### config.mk
export PLATFORM = sky130hd
export DESIGN_NAME = audio_gain_alc_control
export DESIGN_NICKNAME = d
export VERILOG_FILES = /design/src/include/agc_pkg.sv /design/src/hdl/zc_gain_stage.sv /design/src/hdl/vol_ramp.sv /design/src/hdl/audio_gain_alc_control.sv
export SDC_FILE = /design/constraint.sdc
export NUM_CORES = 2
export LEC_CHECK = 0
export ABC_AREA = 1
export BUFFER_PORTS_ARGS = -buffer_cell sky130_fd_sc_hd__buf_2
export CORE_UTILIZATION = 50
export CTS_BUF_LIST = sky130_fd_sc_hd__clkbuf_16
export DETAILED_ROUTE_END_ITERATION = 10
export GPL_ROUTABILITY_DRIVEN = 0
export PLACE_DENSITY = 0.66
export SETUP_SLACK_MARGIN = 0.1
export SKIP_CTS_REPAIR_TIMING = 1
export SLEW_MARGIN = 20
export SYNTH_ARGS = -nofsm -noshare
export SYNTH_HDL_FRONTEND = slang
export SYNTH_SLANG_ARGS = --single-unit
### constraint.sdc
create_clock -name clk_sys -period 11.7 [get_ports clk_sys]
set_input_delay 1.17 -clock clk_sys [delete_from_list [all_inputs] [get_ports clk_sys]]
set_output_delay 1.17 -clock clk_sys [all_outputs]
set_load 0.01 [all_outputs]
### src/include/agc_pkg.sv
// gain management package: register map, field layout, reset values, timing
// assumes one fs strobe per stereo frame, times counted in sample periods
package agc_pkg;

	// stereo sample carrier
	typedef struct packed {
		logic [23:0] left;
		logic [23:0] right;
	} stereo_t;

	typedef enum logic [1:0] {
		ALC_OFF = 2'b00,
		ALC_LIMIT = 2'b01,
		ALC_RECOVER = 2'b10
	} alc_state_t;

	// register offsets
	localparam logic [4:0] A_SEL = 5'h01;
	localparam logic [4:0] A_MUTE = 5'h02;
	localparam logic [4:0] A_TMR = 5'h03;
	localparam logic [4:0] A_LGAIN = 5'h04;
	localparam logic [4:0] A_RGAIN = 5'h05;
	localparam logic [4:0] A_ALC = 5'h06;
	localparam logic [4:0] A_REF = 5'h07;
	localparam logic [4:0] A_LVOL = 5'h08;
	localparam logic [4:0] A_RVOL = 5'h09;
	localparam logic [4:0] A_LPK_HI = 5'h0a;
	localparam logic [4:0] A_LPK_LO = 5'h0b;
	localparam logic [4:0] A_RPK_HI = 5'h0c;
	localparam logic [4:0] A_RPK_LO = 5'h0d;

	// field positions
	localparam int TMR_ZC = 0;
	localparam int TMR_LT = 2;
	localparam int TMR_WT = 4;
	localparam int ALC_EN = 0;
	localparam int ALC_BYP = 1;
	localparam int ALC_THR = 2;
	localparam int ALC_STEP = 3;
	localparam int ALC_FR = 4;

	// reset values
	localparam logic [2:0] SEL_RST = 3'h0;
	localparam logic [7:0] TMR_RST = 8'h02;
	localparam logic [7:0] ALC_RST = 8'h00;
	localparam logic [7:0] REF_RST = 8'h10;
	localparam logic [7:0] GAIN_RST = 8'h00;
	localparam logic [7:0] VOL_RST = 8'h7f;

	// codes and levels
	localparam logic [7:0] VOL_MAX = 8'h8f;
	localparam logic [7:0] GAIN_ALC_MAX = 8'h7f;
	localparam logic [2:0] PAIR_LAST = 3'h4;
	localparam logic [2:0] RAMP_DIV = 3'h7;
	localparam int GAIN_FRAC = 14;
	localparam logic [22:0] THR0 = 23'h5a9df7;
	localparam logic [22:0] THR1 = 23'h4026e7;
	localparam logic [22:0] RLV0 = 23'h2d4efb;
	localparam logic [22:0] RLV1 = 23'h201373;
	localparam int FAST_SHIFT = 2;

	// zero crossing timeout, sample periods
	function automatic logic [12:0] zc_timeout(input logic [1:0] s);
		unique case (s)
			2'b00: zc_timeout = 13'h0120;
			2'b01: zc_timeout = 13'h0480;
			2'b10: zc_timeout = 13'h0900;
			2'b11: zc_timeout = 13'h1200;
		endcase
	endfunction

	// limiter and recovery wait periods, sample periods
	function automatic logic [12:0] period_sel(input logic [1:0] s);
		unique case (s)
			2'b00: period_sel = 13'h0040;
			2'b01: period_sel = 13'h0080;
			2'b10: period_sel = 13'h0100;
			2'b11: period_sel = 13'h0200;
		endcase
	endfunction

	// one 0.5 dB step within a 6 dB octave, +8 dB at zero, q14
	function automatic logic [15:0] vol_mant(input logic [3:0] f);
		unique case (f)
			4'h0: vol_mant = 16'ha0c3;
			4'h1: vol_mant = 16'h97c5;
			4'h2: vol_mant = 16'h8f47;
			4'h3: vol_mant = 16'h8744;
			4'h4: vol_mant = 16'h7fb2;
			4'h5: vol_mant = 16'h788e;
			4'h6: vol_mant = 16'h71cf;
			4'h7: vol_mant = 16'h6b71;
			4'h8: vol_mant = 16'h656f;
			4'h9: vol_mant = 16'h5fc2;
			4'ha: vol_mant = 16'h5a67;
			default: vol_mant = 16'h5558;
		endcase
	endfunction

endpackage

### src/hdl/zc_gain_stage.sv
// one channel of input gain: holds a pending code until a zero crossing
// or timeout, or applies it at once on immediate; assumes zero_cross and fs_tick are single-cycle strobes
`timescale 1ns/1ps
module zc_gain_stage import agc_pkg::*; (
	input wire logic clk_sys,
	input wire logic rst,
	input wire logic ce,
	input wire logic fs_tick,
	input wire logic zero_cross,
	input wire logic load,
	input wire logic immediate,
	input wire logic [7:0] target,
	input wire logic [12:0] timeout,
	output logic [7:0] gain
);

	logic pend_r;
	logic [7:0] tgt_r;
	logic [7:0] gain_r;
	logic [12:0] cnt_r;

	// apply at crossing, on timeout, or at once when the loop asks for it
	wire expired = fs_tick && (cnt_r >= timeout - 13'h0001);
	wire fire = pend_r && (immediate || zero_cross || expired);

	assign gain = gain_r;

	always_ff @(posedge clk_sys) begin
		if (rst) begin
			pend_r <= 1'b0;
			tgt_r <= GAIN_RST;
			gain_r <= GAIN_RST;
			cnt_r <= 13'h0000;
		end else if (ce) begin
			if (load) begin
				pend_r <= 1'b1;
				tgt_r <= target;
				cnt_r <= 13'h0000;
			end else begin
				if (fire) begin
					gain_r <= tgt_r;
					pend_r <= 1'b0;
				end
				if (fs_tick && pend_r) begin
					cnt_r <= cnt_r + 13'h0001;
				end
			end
		end
	end

endmodule

### src/hdl/vol_ramp.sv
// one channel of output volume with a soft ramp toward its target code
// assumes fs_tick marks each new sample_in; output is one clock late
`timescale 1ns/1ps
module vol_ramp import agc_pkg::*; (
	input wire logic clk_sys,
	input wire logic rst,
	input wire logic ce,
	input wire logic fs_tick,
	input wire logic [23:0] sample_in,
	input wire logic [7:0] target,
	output logic [23:0] sample_out,
	output logic [7:0] level
);

	logic [7:0] lvl_r;
	logic [2:0] div_r;
	logic [23:0] out_r;

	// codes above the top are clamped rather than wrapped
	wire [7:0] tgt_c = (target > VOL_MAX) ? VOL_MAX : target;
	wire [7:0] att = VOL_MAX - lvl_r;
	wire [3:0] frac = 4'(att % 8'd12);
	wire [4:0] oct = 5'(att / 8'd12);
	wire signed [40:0] prod = $signed(sample_in) * $signed({1'b0, vol_mant(frac)});
	wire signed [40:0] shf = prod >>> (5'(GAIN_FRAC) + oct);
	wire sat_hi = !shf[40] && (shf[39:23] != 17'h00000);
	wire sat_lo = shf[40] && (shf[39:23] != 17'h1ffff);
	wire wrap = (div_r == RAMP_DIV - 3'h1);

	wire [23:0] scaled = (lvl_r == 8'h00) ? 24'h000000 :
		sat_hi ? 24'h7fffff : sat_lo ? 24'h800000 : shf[23:0];

	assign sample_out = out_r;
	assign level = lvl_r;

	// 143 steps of 7 frames fit in 1028
	always_ff @(posedge clk_sys) begin
		if (rst) begin
			lvl_r <= VOL_RST;
			div_r <= 3'h0;
			out_r <= 24'h000000;
		end else if (ce && fs_tick) begin
			out_r <= scaled;
			div_r <= wrap ? 3'h0 : div_r + 3'h1;
			if (wrap && lvl_r < tgt_c) begin
				lvl_r <= lvl_r + 8'h01;
			end else if (wrap && lvl_r > tgt_c) begin
				lvl_r <= lvl_r - 8'h01;
			end
		end
	end

endmodule

### src/hdl/audio_gain_alc_control.sv
// gain management of a stereo audio converter: input selector, analog
// input gain with zero crossing updates, output volume, peak hold, level control
// assumes samples arrive with in_valid once per frame and registers are
// accessed through the byte-wide port below, one access per cycle
`timescale 1ns/1ps
module audio_gain_alc_control import agc_pkg::*; (
	input wire logic clk_sys,
	input wire logic rst,
	input wire logic ce,
	input wire logic [4:0] reg_addr,
	input wire logic reg_wr,
	input wire logic reg_rd,
	input wire logic [7:0] reg_wdata,
	output logic [7:0] reg_rdata,
	input wire logic [2:0] pair_select_pins,
	input wire logic soft_mute_pin,
	input wire logic in_valid,
	input wire stereo_t in_sample,
	output logic out_valid,
	output stereo_t out_sample,
	output logic [2:0] input_pair_select,
	output logic [4:0] pair_enable,
	output logic [7:0] left_analog_gain,
	output logic [7:0] right_analog_gain
);

	////////////////////////////////////////////////////////////////////////
	// control registers

	logic [2:0] sel_r;
	logic soft_mute_request_r;
	logic [7:0] tmr_r;
	logic [7:0] alc_r;
	logic [7:0] ref_r;
	logic [7:0] rdata_r;
	logic out_valid_r;
	logic alc_on_d_r;

	wire fs_tick = ce && in_valid;
	wire wr_sel = reg_wr && (reg_addr == A_SEL);
	wire wr_mute = reg_wr && (reg_addr == A_MUTE);
	wire wr_tmr = reg_wr && (reg_addr == A_TMR);
	wire wr_alc = reg_wr && (reg_addr == A_ALC);
	wire wr_ref = reg_wr && (reg_addr == A_REF);

	wire alc_on = alc_r[ALC_EN];
	wire alc_byp = alc_r[ALC_BYP];
	wire alc_fast = alc_r[ALC_FR];
	wire alc_start = alc_on && !alc_on_d_r;
	wire alc_stop = !alc_on && alc_on_d_r;
	wire [12:0] zc_to = zc_timeout(tmr_r[TMR_ZC+:2]);

	wire soft_mute = soft_mute_request_r || soft_mute_pin;

	// host writes; every register holds its value while ce is low
	always_ff @(posedge clk_sys) begin
		if (rst) begin
			sel_r <= SEL_RST;
			soft_mute_request_r <= 1'b0;
			tmr_r <= TMR_RST;
			alc_r <= ALC_RST;
			ref_r <= REF_RST;
			alc_on_d_r <= 1'b0;
		end else if (ce) begin
			if (wr_sel) sel_r <= reg_wdata[2:0];
			if (wr_mute) soft_mute_request_r <= reg_wdata[0];
			if (wr_tmr) tmr_r <= reg_wdata;
			if (wr_alc) alc_r <= reg_wdata;
			if (wr_ref) ref_r <= reg_wdata;
			alc_on_d_r <= alc_on;
		end
	end

	////////////////////////////////////////////////////////////////////////
	// input selector

	// codes past the fifth pair fall back to the fifth
	function automatic logic [4:0] pair_onehot(input logic [2:0] c);
		pair_onehot = (c >= PAIR_LAST) ? 5'h10 : 5'(5'h01 << c);
	endfunction

	wire [2:0] sel_eff = (pair_select_pins != 3'h0) ? pair_select_pins : sel_r;
	assign input_pair_select = (sel_eff > PAIR_LAST) ? PAIR_LAST : sel_eff;
	assign pair_enable = pair_onehot(sel_eff);

	////////////////////////////////////////////////////////////////////////
	// level detection shared by the limiter

	function automatic logic [22:0] mag(input logic [23:0] s);
		logic [23:0] n;
		n = 24'h000000 - s;
		mag = s[23] ? ((n[23]) ? 23'h7fffff : n[22:0]) : s[22:0];
	endfunction

	wire [22:0] mag_l = mag(in_sample.left);
	wire [22:0] mag_r = mag(in_sample.right);
	wire [22:0] peak_in = (mag_l > mag_r) ? mag_l : mag_r;
	wire [22:0] thr = alc_r[ALC_THR] ? THR1 : THR0;
	wire [22:0] rlv = alc_r[ALC_THR] ? RLV1 : RLV0;
	wire over = fs_tick && (peak_in > thr);
	wire quiet = peak_in < rlv;

	////////////////////////////////////////////////////////////////////////
	// level control loop

	alc_state_t state_r;
	logic [7:0] alc_gain_r;
	logic [12:0] per_cnt_r;
	logic [12:0] wait_cnt_r;
	logic over_r;
	logic [7:0] gain_wr_l;

	wire [12:0] lim_base = alc_byp ? period_sel(tmr_r[TMR_LT+:2]) : zc_to;
	wire [12:0] wt_base = period_sel(tmr_r[TMR_WT+:2]);
	wire [12:0] lim_per = alc_fast ? (lim_base >> FAST_SHIFT) : lim_base;
	wire [12:0] wt_per = alc_fast ? (wt_base >> FAST_SHIFT) : wt_base;
	wire lim_exp = fs_tick && (per_cnt_r >= lim_per - 13'h0001);
	wire wt_exp = fs_tick && quiet && (wait_cnt_r >= wt_per - 13'h0001);
	wire [7:0] step = alc_r[ALC_STEP] ? 8'h02 : 8'h01;

	// over in recovery limits at once
	wire step_down = (state_r == ALC_LIMIT && lim_exp && (over_r || over)) ||
		(state_r == ALC_RECOVER && over);
	wire step_up = state_r == ALC_RECOVER && !over && wt_exp && alc_gain_r < ref_r;
	wire [7:0] gain_dn = (alc_gain_r > step) ? alc_gain_r - step : 8'h00;
	wire alc_load = alc_start || step_down || step_up;

	// state and period counters
	always_ff @(posedge clk_sys) begin
		if (rst) begin
			state_r <= ALC_OFF;
			alc_gain_r <= GAIN_RST;
			per_cnt_r <= 13'h0000;
			wait_cnt_r <= 13'h0000;
			over_r <= 1'b0;
		end else if (ce) begin
			if (alc_start) alc_gain_r <= gain_wr_l;
			else if (step_down) alc_gain_r <= gain_dn;
			else if (step_up) alc_gain_r <= alc_gain_r + 8'h01;
			unique case (state_r)
				ALC_OFF: begin
					if (alc_on) state_r <= ALC_RECOVER;
					per_cnt_r <= 13'h0000;
					wait_cnt_r <= 13'h0000;
					over_r <= 1'b0;
				end
				ALC_LIMIT: begin
					if (!alc_on) begin
						state_r <= ALC_OFF;
					end else if (lim_exp) begin
						per_cnt_r <= 13'h0000;
						over_r <= 1'b0;
						wait_cnt_r <= 13'h0000;
						if (!(over_r || over)) state_r <= ALC_RECOVER;
					end else if (fs_tick) begin
						per_cnt_r <= per_cnt_r + 13'h0001;
						if (over) over_r <= 1'b1;
					end
				end
				ALC_RECOVER: begin
					if (!alc_on) begin
						state_r <= ALC_OFF;
					end else if (over) begin
						state_r <= ALC_LIMIT;
						per_cnt_r <= 13'h0000;
						over_r <= 1'b0;
					end else if (fs_tick && !quiet) begin
						wait_cnt_r <= 13'h0000;
					end else if (wt_exp) begin
						wait_cnt_r <= 13'h0000;
					end else if (fs_tick) begin
						wait_cnt_r <= wait_cnt_r + 13'h0001;
					end
				end
				default: state_r <= ALC_OFF;
			endcase
		end
	end

	////////////////////////////////////////////////////////////////////////
	// per channel gain, volume and peak hold

	logic [7:0] vol_rd [2];
	logic [7:0] gain_rd [2];
	logic [15:0] peak_rd [2];
	logic [7:0] shadow_rd [2];
	logic [7:0] analog_gain [2];
	logic [23:0] vol_out [2];

	assign gain_wr_l = gain_rd[0];

	genvar g;
	generate
		for (g = 0; g < 2; g = g + 1) begin : ch
			logic [7:0] gain_wr_r;
			logic [7:0] vol_r;
			logic [15:0] peak_r;
			logic [7:0] shadow_r;
			logic sign_r;
			logic load_r;

			wire [4:0] a_gain = (g == 0) ? A_LGAIN : A_RGAIN;
			wire [4:0] a_vol = (g == 0) ? A_LVOL : A_RVOL;
			wire [4:0] a_hi = (g == 0) ? A_LPK_HI : A_RPK_HI;
			wire [23:0] smp = (g == 0) ? in_sample.left : in_sample.right;
			// high codes ignored under level control
			wire gain_ok = reg_wr && reg_addr == a_gain && !(alc_on && reg_wdata > GAIN_ALC_MAX);
			wire zc = fs_tick && (smp[23] != sign_r);
			wire rd_hi = reg_rd && reg_addr == a_hi;
			wire [22:0] mag_out = mag(vol_out[g]);
			wire [15:0] mag16 = mag_out[22:7];
			wire [15:0] peak_base = rd_hi ? 16'h0000 : peak_r;
			wire [7:0] tgt = alc_on ? alc_gain_r : gain_wr_r;

			always_ff @(posedge clk_sys) begin
				if (rst) begin
					gain_wr_r <= GAIN_RST;
					vol_r <= VOL_RST;
					peak_r <= 16'h0000;
					shadow_r <= 8'h00;
					sign_r <= 1'b0;
					load_r <= 1'b0;
				end else if (ce) begin
					if (gain_ok) gain_wr_r <= reg_wdata;
					if (reg_wr && reg_addr == a_vol) vol_r <= reg_wdata;
					if (fs_tick) sign_r <= smp[23];
					// back to last written on stop
					load_r <= (gain_ok && !alc_on) || alc_load || alc_stop;
					if (rd_hi) shadow_r <= peak_r[7:0];
					if (out_valid_r && mag16 > peak_base) peak_r <= mag16;
					else peak_r <= peak_base;
				end
			end

			zc_gain_stage u_stage (
				.clk_sys(clk_sys),
				.rst(rst),
				.ce(ce),
				.fs_tick(fs_tick),
				.zero_cross(zc),
				.load(load_r),
				.immediate(alc_on && alc_byp),
				.target(tgt),
				.timeout(zc_to),
				.gain(analog_gain[g])
			);

			vol_ramp u_vol (
				.clk_sys(clk_sys),
				.rst(rst),
				.ce(ce),
				.fs_tick(fs_tick),
				.sample_in(smp),
				.target(soft_mute ? 8'h00 : vol_r),
				.sample_out(vol_out[g]),
				.level()
			);

			assign vol_rd[g] = vol_r;
			assign gain_rd[g] = gain_wr_r;
			assign peak_rd[g] = peak_r;
			assign shadow_rd[g] = shadow_r;
		end
	endgenerate

	assign left_analog_gain = analog_gain[0];
	assign right_analog_gain = analog_gain[1];
	assign out_sample = '{left: vol_out[0], right: vol_out[1]};
	assign out_valid = out_valid_r;
	assign reg_rdata = rdata_r;

	////////////////////////////////////////////////////////////////////////
	// register read path, answers one cycle after the read strobe

	logic [7:0] rd_nxt;

	always_comb begin
		unique case (reg_addr)
			A_SEL: rd_nxt = {5'h00, sel_r};
			A_MUTE: rd_nxt = {7'h00, soft_mute_request_r};
			A_TMR: rd_nxt = tmr_r;
			A_LGAIN: rd_nxt = gain_rd[0];
			A_RGAIN: rd_nxt = gain_rd[1];
			A_ALC: rd_nxt = alc_r;
			A_REF: rd_nxt = ref_r;
			A_LVOL: rd_nxt = vol_rd[0];
			A_RVOL: rd_nxt = vol_rd[1];
			A_LPK_HI: rd_nxt = peak_rd[0][15:8];
			A_LPK_LO: rd_nxt = shadow_rd[0];
			A_RPK_HI: rd_nxt = peak_rd[1][15:8];
			A_RPK_LO: rd_nxt = shadow_rd[1];
			default: rd_nxt = 8'h00;
		endcase
	end

	// read data and output strobe
	always_ff @(posedge clk_sys) begin
		if (rst) begin
			rdata_r <= 8'h00;
			out_valid_r <= 1'b0;
		end else if (ce) begin
			if (reg_rd) rdata_r <= rd_nxt;
			out_valid_r <= in_valid;
		end
	end

endmodule

# Yosys cells after proc, flatten, opt, wreduce, memory -nomap -nowiden
# Memories as Yosys holds them, arrays and structs flattened.
# Cells that the tools add are included.
classes:
  bitwise_logic: 2
  div: 4
  addsub: 23
  magnitude_cmp: 20
  n_mul: 2
  shifts: 3
  muxes: 84
  eq_ne: 42
  n_reduce_logical: 115
ops:
  columns: ["cell", "n"]
  rows:
  - ["13-bit 2-to-1 mux", 19]
  - ["23-bit 2-to-1 mux", 9]
  - ["13-bit case mux with 4 select lines", 3]
  - ["24-bit 2-to-1 mux", 6]
  - ["8-bit 2-to-1 mux", 14]
  - ["8-bit case mux with 13 select lines", 1]
  - ["1-bit by 24-bit subtractor with 24-bit output, first input constant", 4]
  - ["24-bit by 17-bit multiplier with 41-bit output", 2]
  - ["41-bit by 5-bit >>> shifter with 41-bit output", 2]
  - ["13-bit case mux with 3 select lines", 2]
  - ["16-bit 2-to-1 mux", 4]
  - ["13-bit by 1-bit adder with 13-bit output, second input constant", 4]
  - ["13-bit greater-or-equal comparator", 4]
  - ["1-bit logical AND", 50]
  - ["23-bit > comparator", 2]
  - ["2-bit AND reduction", 22]
  - ["13-bit by 1-bit subtractor with 13-bit output, second input constant", 3]
  - ["17-bit inequality test, second input constant", 2]
  - ["17-bit nonzero test", 2]
  - ["16-bit > comparator", 2]
  - ["5-bit by 4-bit == test with 1-bit output, second input constant", 6]
  - ["8-bit by 1-bit adder with 8-bit output, second input constant", 3]
  - ["8-bit less-than comparator", 3]
  - ["23-bit by 22-bit less-than comparator with 1-bit output", 1]
  - ["other kinds (44)", 125]
totals:
  register_bits: 289
  n_memories: 2
  elab_cells: 336
  mem_bits_ro: 512
  input_bits: 71
  output_inout_bits: 81
  ram_bits: 0
  latchBits: 0
memory_table:
  columns: ["name", "words", "width", "rd", "rd_ports_with_merged_regs", "wr", "line", "rtl"]
  rows:
  - ["(name not given)", 16, 16, 1, 0, 0, "agc_pkg.sv:84", "unique case (f)"]
  - ["(name not given)", 16, 16, 1, 0, 0, "agc_pkg.sv:84", null]

# Longest topological paths before layout
logic_depth:
  depth_word: 14
  ltp_mapped: 68

# Hierarchy
# From an unflattened synthesis, not the netlist that was laid out.
unflattened:
  cells_unflattened: 8259
  area_unflattened_um2: 55906.1
by_module_without_submodules:
  columns: ["module", "cells_each", "area_each_um2", "n_inst"]
  rows:
  - ["vol_ramp at ch[1].u_vol", 2740, 19319.8, 1]
  - ["vol_ramp at ch[0].u_vol", 2744, 19279.7, 1]
  - ["audio_gain_alc_control", 2285, 13788.2, 1]
  - ["zc_gain_stage", 245, 1759.2, 2]

# Worst setup path before layout
# Ideal clock, no wire load.
synth_path:
  path_type: "register -> register"
  startpoint: "register ch[0].u_vol.lvl_r[4]"
  endpoint: "register ch[0].u_vol.out_r[2]"
  slack_ns: 2.274
  setup_ns: 0.070
  stages_incl_launch_ff: 57
  t_arrival_ns: 9.355
  path_cell_list: "dfxtp_1 -> inv_2 -> ha_1 -> nand2_1 -> nand2_1 -> inv_1 -> nand3_1 -> nand3_1 -> nand2_1 -> o21ai_1 -> nand3_1 -> nand4_1 -> nand2_1 -> buf_6 -> buf_6 -> nand2_2 -> nand2_2 -> inv_2 -> [21 not listed] -> a21oi_1 -> nand3_1 -> xnor2_2 -> inv_1 -> nand2_1 -> nand2_1 -> nand2_1 -> nand2_1 -> nand2_1 -> nand3_1 -> nand2_1 -> nand3_1 -> nor2_1 -> nand2_1 -> a21oi_4 -> buf_6 -> nand2_1 -> a21oi_1"
synth_via:
  elab_chain_len: 10
  elab_cells_between_ends: 16
  cone_classes: "add/sub (2); mul (1); div (2); eq/ne (1); shift (1); mux (3); reduce/logical (5); memory (1)"
synth_lines:
  columns: ["element", "line", "rtl"]
  rows:
  - ["start, declared", "vol_ramp.sv:15", "logic [7:0] lvl_r;"]
  - ["start signal, assigned", "vol_ramp.sv:46", "lvl_r <= lvl_r + 8'h01;"]
  - ["start signal, assigned", "vol_ramp.sv:48", "lvl_r <= lvl_r - 8'h01;"]
  - ["8-bit subtractor", "vol_ramp.sv:21", "wire [7:0] att = VOL_MAX - lvl_r;"]
  - ["8-bit by 4-bit remainder unit with 8-bit output", "vol_ramp.sv:22", "wire [3:0] frac = 4'(att % 8'd12);"]
  - ["memory read 16 x 16 bit", null, null]
  - ["24-bit by 17-bit multiplier with 41-bit output", "vol_ramp.sv:24", "wire signed [40:0] prod = $signed(sample_in) * $signed({1'b0, vol_mant(frac)});"]
  - ["41-bit by 5-bit >>> shifter with 41-bit output", "vol_ramp.sv:25", "wire signed [40:0] shf = prod >>> (5'(GAIN_FRAC) + oct);"]
  - ["17-bit inequality test", "vol_ramp.sv:27", "wire sat_lo = shf[40] && (shf[39:23] != 17'h1ffff);"]
  - ["1-bit logical AND", "vol_ramp.sv:27", null]
  - ["24-bit 2-to-1 mux (2 in series)", "vol_ramp.sv:31", "sat_hi ? 24'h7fffff : sat_lo ? 24'h800000 : shf[23:0];"]
  - ["24-bit 2-to-1 mux *", "vol_ramp.sv:30", "wire [23:0] scaled = (lvl_r == 8'h00) ? 24'h000000 :"]
  - ["end signal, assigned", "vol_ramp.sv:43", "out_r <= scaled;"]
  - ["end, declared", "vol_ramp.sv:17", "logic [23:0] out_r;"]
# Every way passes the cells marked *; elsewhere a longest branch is shown, timed or not.
# A chain may end at the register's enable or synchronous reset.

# Final worst setup path
layout_path:
  startpoint: "register ch[1].u_vol.lvl_r[4]"
  endpoint: "register ch[1].u_vol.out_r[1]"
layout_via:
  elab_chain_len: 10
  elab_cells_between_ends: 16
  cone_classes: "add/sub (2); mul (1); div (2); eq/ne (1); shift (1); mux (3); reduce/logical (5); memory (1)"
layout_lines:
  columns: ["element", "line"]
  rows:
  - ["start, declared", "vol_ramp.sv:15"]
  - ["start signal, assigned", "vol_ramp.sv:46"]
  - ["start signal, assigned", "vol_ramp.sv:48"]
  - ["8-bit subtractor", "vol_ramp.sv:21"]
  - ["8-bit by 4-bit remainder unit with 8-bit output", "vol_ramp.sv:22"]
  - ["memory read 16 x 16 bit", null]
  - ["24-bit by 17-bit multiplier with 41-bit output", "vol_ramp.sv:24"]
  - ["41-bit by 5-bit >>> shifter with 41-bit output", "vol_ramp.sv:25"]
  - ["17-bit inequality test", "vol_ramp.sv:27"]
  - ["1-bit logical AND", "vol_ramp.sv:27"]
  - ["24-bit 2-to-1 mux (2 in series)", "vol_ramp.sv:31"]
  - ["24-bit 2-to-1 mux *", "vol_ramp.sv:30"]
  - ["end signal, assigned", "vol_ramp.sv:43"]
  - ["end, declared", "vol_ramp.sv:17"]
# Marked as above.

==> impl_results.md <==
* Slew Limit Fails at 0
* Hold/Removal Path Class: register to register
* Post-layout util at 53.49%
* Vias post-DR at 51450
* Synthesized area at approximately 0.054 sq mm
* Worst setup margin at 0.7475 ns
* Crit path capture type: register
* Final setup vio count at 0
* Delay-heaviest family, CP: simple AND/OR/NAND/NOR gates
* GRT Total Usage at a little under a third
* DRC at 0
* Worst rel slew slack at 30.31%
* Min-delay src: ch[1].u_stage.gain[4]
* Final period utilization at 93.61%
* Worst path most repeated cell: nand2_1
* HPWL after detailed placement at 137200 um
* First-pass GRT wire length at about 270000 um
* Simple-gate share of the synthesized area at 25.73%
* Routed WL at 171300 um
* Synth Register Bits at 289
* Register area share after synthesis at 10.65%
* Starting Density at about 51%
* I/O Pins at 152
* CP Data Required Time at 12.14 ns
* Mean post-synth cell area at 6.892 sq um
* Post-Synthesis Cells at 7883
* Setup WS pre-CTS at approximately 0.13 ns
* Levels on crit path at 56
* Total Neg Setup Slack at 0 ns
* Synth Area in XOR/XNOR at 2.139%
* CP arrival at 11.40 ns
* Maximum clock rate at just over 90 MHz
* Initial antenna violation count at 6
* R2r setup slk at between 0.7 and 0.8 ns
* Yosys Warn Count at 0
* Largest family of logic cells by synthesized area: adder cells
* Primary FF master, synth: dfxtp_1
* Total of max-cap violations at 0
* Outcome: finished, final reports clean
* Worst r2r dst: ch[1].u_vol.sample_out[1]
* Die extent in x at between 300 and 400 um
* Layout Nets at 9059
* Final ANT Viol Nets at 0
* Complex-gate fraction of the synthesized area at 11.62%
* Commonest non-fill, non-tap cell in the layout: nand2_1
* Commonest non-fill, non-tap cells in the layout: 1721 x nand2_1, 1469 x inv_1, 842 x nor2_1
* Total gr overflow at 0
* Post-synth EDFFs at 0
* CP max stage cell: fa_1
* Synth-to-layout area growth at 5.686%
* CTS Buf Count at 31
* Final Hold Vio Count at 0
* Row Count at 120
* Worst-path fanout max at 22
* Mux contribution to synthesized area at less than 1%
* Layout cells sized above 1 at 5.830%
* Worst-margin pin slew at 1.042 ns
* Worst Hold Path Cells at 2
* Clock sink count at 289
* Port Buf Inserts at ~150
* Initial DRC Count at 4724
* Synth cell types at between 70 and 80
* WL/cell at 18.46 um
* First-pass DRT Iterations at 6
* Clock Skews at 0.02721 ns
* DIE HEIGHT at roughly 330 um
* Worst path bufs/invs at 12
* Worst skew pair latency at 0.60 ns
* Worst Hold End: ch[1].u_stage.gain[4]
* Adder-cell share of the synthesized area at 36.60%
* Root Driver: clkbuf_16
* Worst-case clock buffer depth at 3
* RR Startpoint: ch[1].u_vol.level[4]
* Vias per cell at 5.544
* Ys async rst share at 0%
* TritonCTS clock tree: built
* Reg clk slew, reported paths at 0.06 ns
* CTS H-Tree Depth at 1
* Crit Path Class: register to register
* Worst r2r path cells at 56
* Die ar. at 0.1100 sq mm
* Via count of the first global-routing pass at 50160
* Tmin final at between 10 and 15 ns
* Unrepaired setup endpoints after global routing: no
* Type of origin of the critical path: register
* CP max stage delay at 0.57 ns
* Pin count of the biggest net entering global routing at 122
* Core Area at ~0.11 sq mm
==> synthesized netlist by cell type, types with 5 or more instances <==
cell / instances / area (sq um)
mux2i_1: 10 / 100.1
a211oi_1: 10 / 75.07
a221oi_1: 21 / 183.9
a21oi_2: 10 / 87.58
a31oi_1: 26 / 162.7
nor2_2: 9 / 56.30
a21oi_1: 460 / 2302
clkinv_1: 25 / 93.84
buf_2: 53 / 265.3
a21o_1: 12 / 90.09
nor4_1: 12 / 75.07
a21boi_0: 10 / 75.07
or2_2: 26 / 162.7
clkbuf_1: 187 / 701.9
fa_1: 757 / 15150
o21ai_1: 29 / 145.1
dfxtp_1: 289 / 5786
nand2_2: 29 / 181.4
buf_1: 25 / 93.84
o31ai_1: 8 / 60.06
buf_6: 11 / 123.9
o21ai_0: 449 / 2247
o221ai_1: 5 / 43.79
nor3_1: 60 / 300.3
inv_1: 1477 / 5544
nor2_1: 845 / 3172
o21bai_1: 22 / 165.2
o22ai_1: 26 / 162.7
xor2_1: 103 / 902.1
nand3b_1: 22 / 165.2
inv_2: 29 / 108.9
nand3_1: 482 / 2412
nor3_2: 6 / 60.06
nand2_1: 1725 / 6475
o21ai_2: 6 / 52.55
ha_1: 378 / 4730
o211ai_1: 30 / 225.2
nand3_2: 19 / 190.2
buf_4: 19 / 142.6
nand4_1: 76 / 475.5
o21a_1: 13 / 97.59
xnor2_1: 26 / 227.7
==> state kept, by name (all words and copies together), names as in the netlist, 13 cells and up <==
signal               count
ch.u_vol.level          16
ch.shadow_r             16
ch.gain_wr_r            16
ch.peak_r               32
ch.vol_r                16
per_cnt_r               13
ch.u_stage.cnt_r        26
ch.u_stage.tgt_r        16
ch.u_vol.sample_out     48
wait_cnt_r              13
ch.u_stage.gain         16
==> per-stage QoR <==
step	instances	hold slack [ns]	area, sq um
after floorplan	7886	0.4245	54340
after global placement	9200	0.4328	55970
after detailed placement	9200	0.4342	55970
after CTS	9253	0.4440	57060
after global routing	9280	0.4694	57420
final	9280	0.4412	57420
==> metal layers <==
metal,global-route usage (%),part of all wire (%),up-vias
met4,9.154,3.3,4
met2,50.06,45,2147
met5,0,0.012,-
met3,4.654,8.3,356
met1,42.59,43,24540
li1,-,-,24410
==> layout make-up <==
type	count	area, sq um
multi-input combinational	5770	41590
tap	1403	1755
sequential	289	5786
clock buffer	31	775.7
timing repair buffer	228	1386
clock inverter	22	316.6
timing repair inverter	1	5.005
inverter	1532	5796
antenna	4	10.01
fill	10670	49930
==> worst max path at each step <==
stage,startpoint,to,slack [ns]
after detailed placement,ch[1].u_vol.level[4],ch[1].u_vol.sample_out[7],0.13
after CTS,ch[1].u_vol.level[4],ch[1].u_vol.sample_out[7],0.08
final,ch[1].u_vol.level[4],ch[1].u_vol.sample_out[1],0.75
after floorplan,ch[0].u_vol.level[4],ch[0].u_vol.sample_out[2],2.27
after global placement,ch[1].u_vol.level[4],ch[1].u_vol.sample_out[9],0.40
after global routing,ch[1].u_vol.level[4],ch[1].u_vol.sample_out[3],0.09
==> kinds of logic (layout without fill, tap and decap cells) <==
group / Yosys count / count (layout)
muxes: 10 / 10
other: 1 / 8
and+or+nand+nor: 3338 / 3338
xor gates and xnor gates: 131 / 131
AOI/OAI and AO/OA: 1150 / 1152
buffers and inverters: 1829 / 1814
adders and majority gates: 1135 / 1135
DFF: 289 / 289
==> tightest hold or removal path, cell delays in order, from the launching register on <==
cell,delay [ns]
dfxtp_1,0.30
inv_1,0.04
a21oi_1,0.05
Power is not shown: default switching activity piles up to over one toggle a cycle in this logic, so the estimate is an artifact.
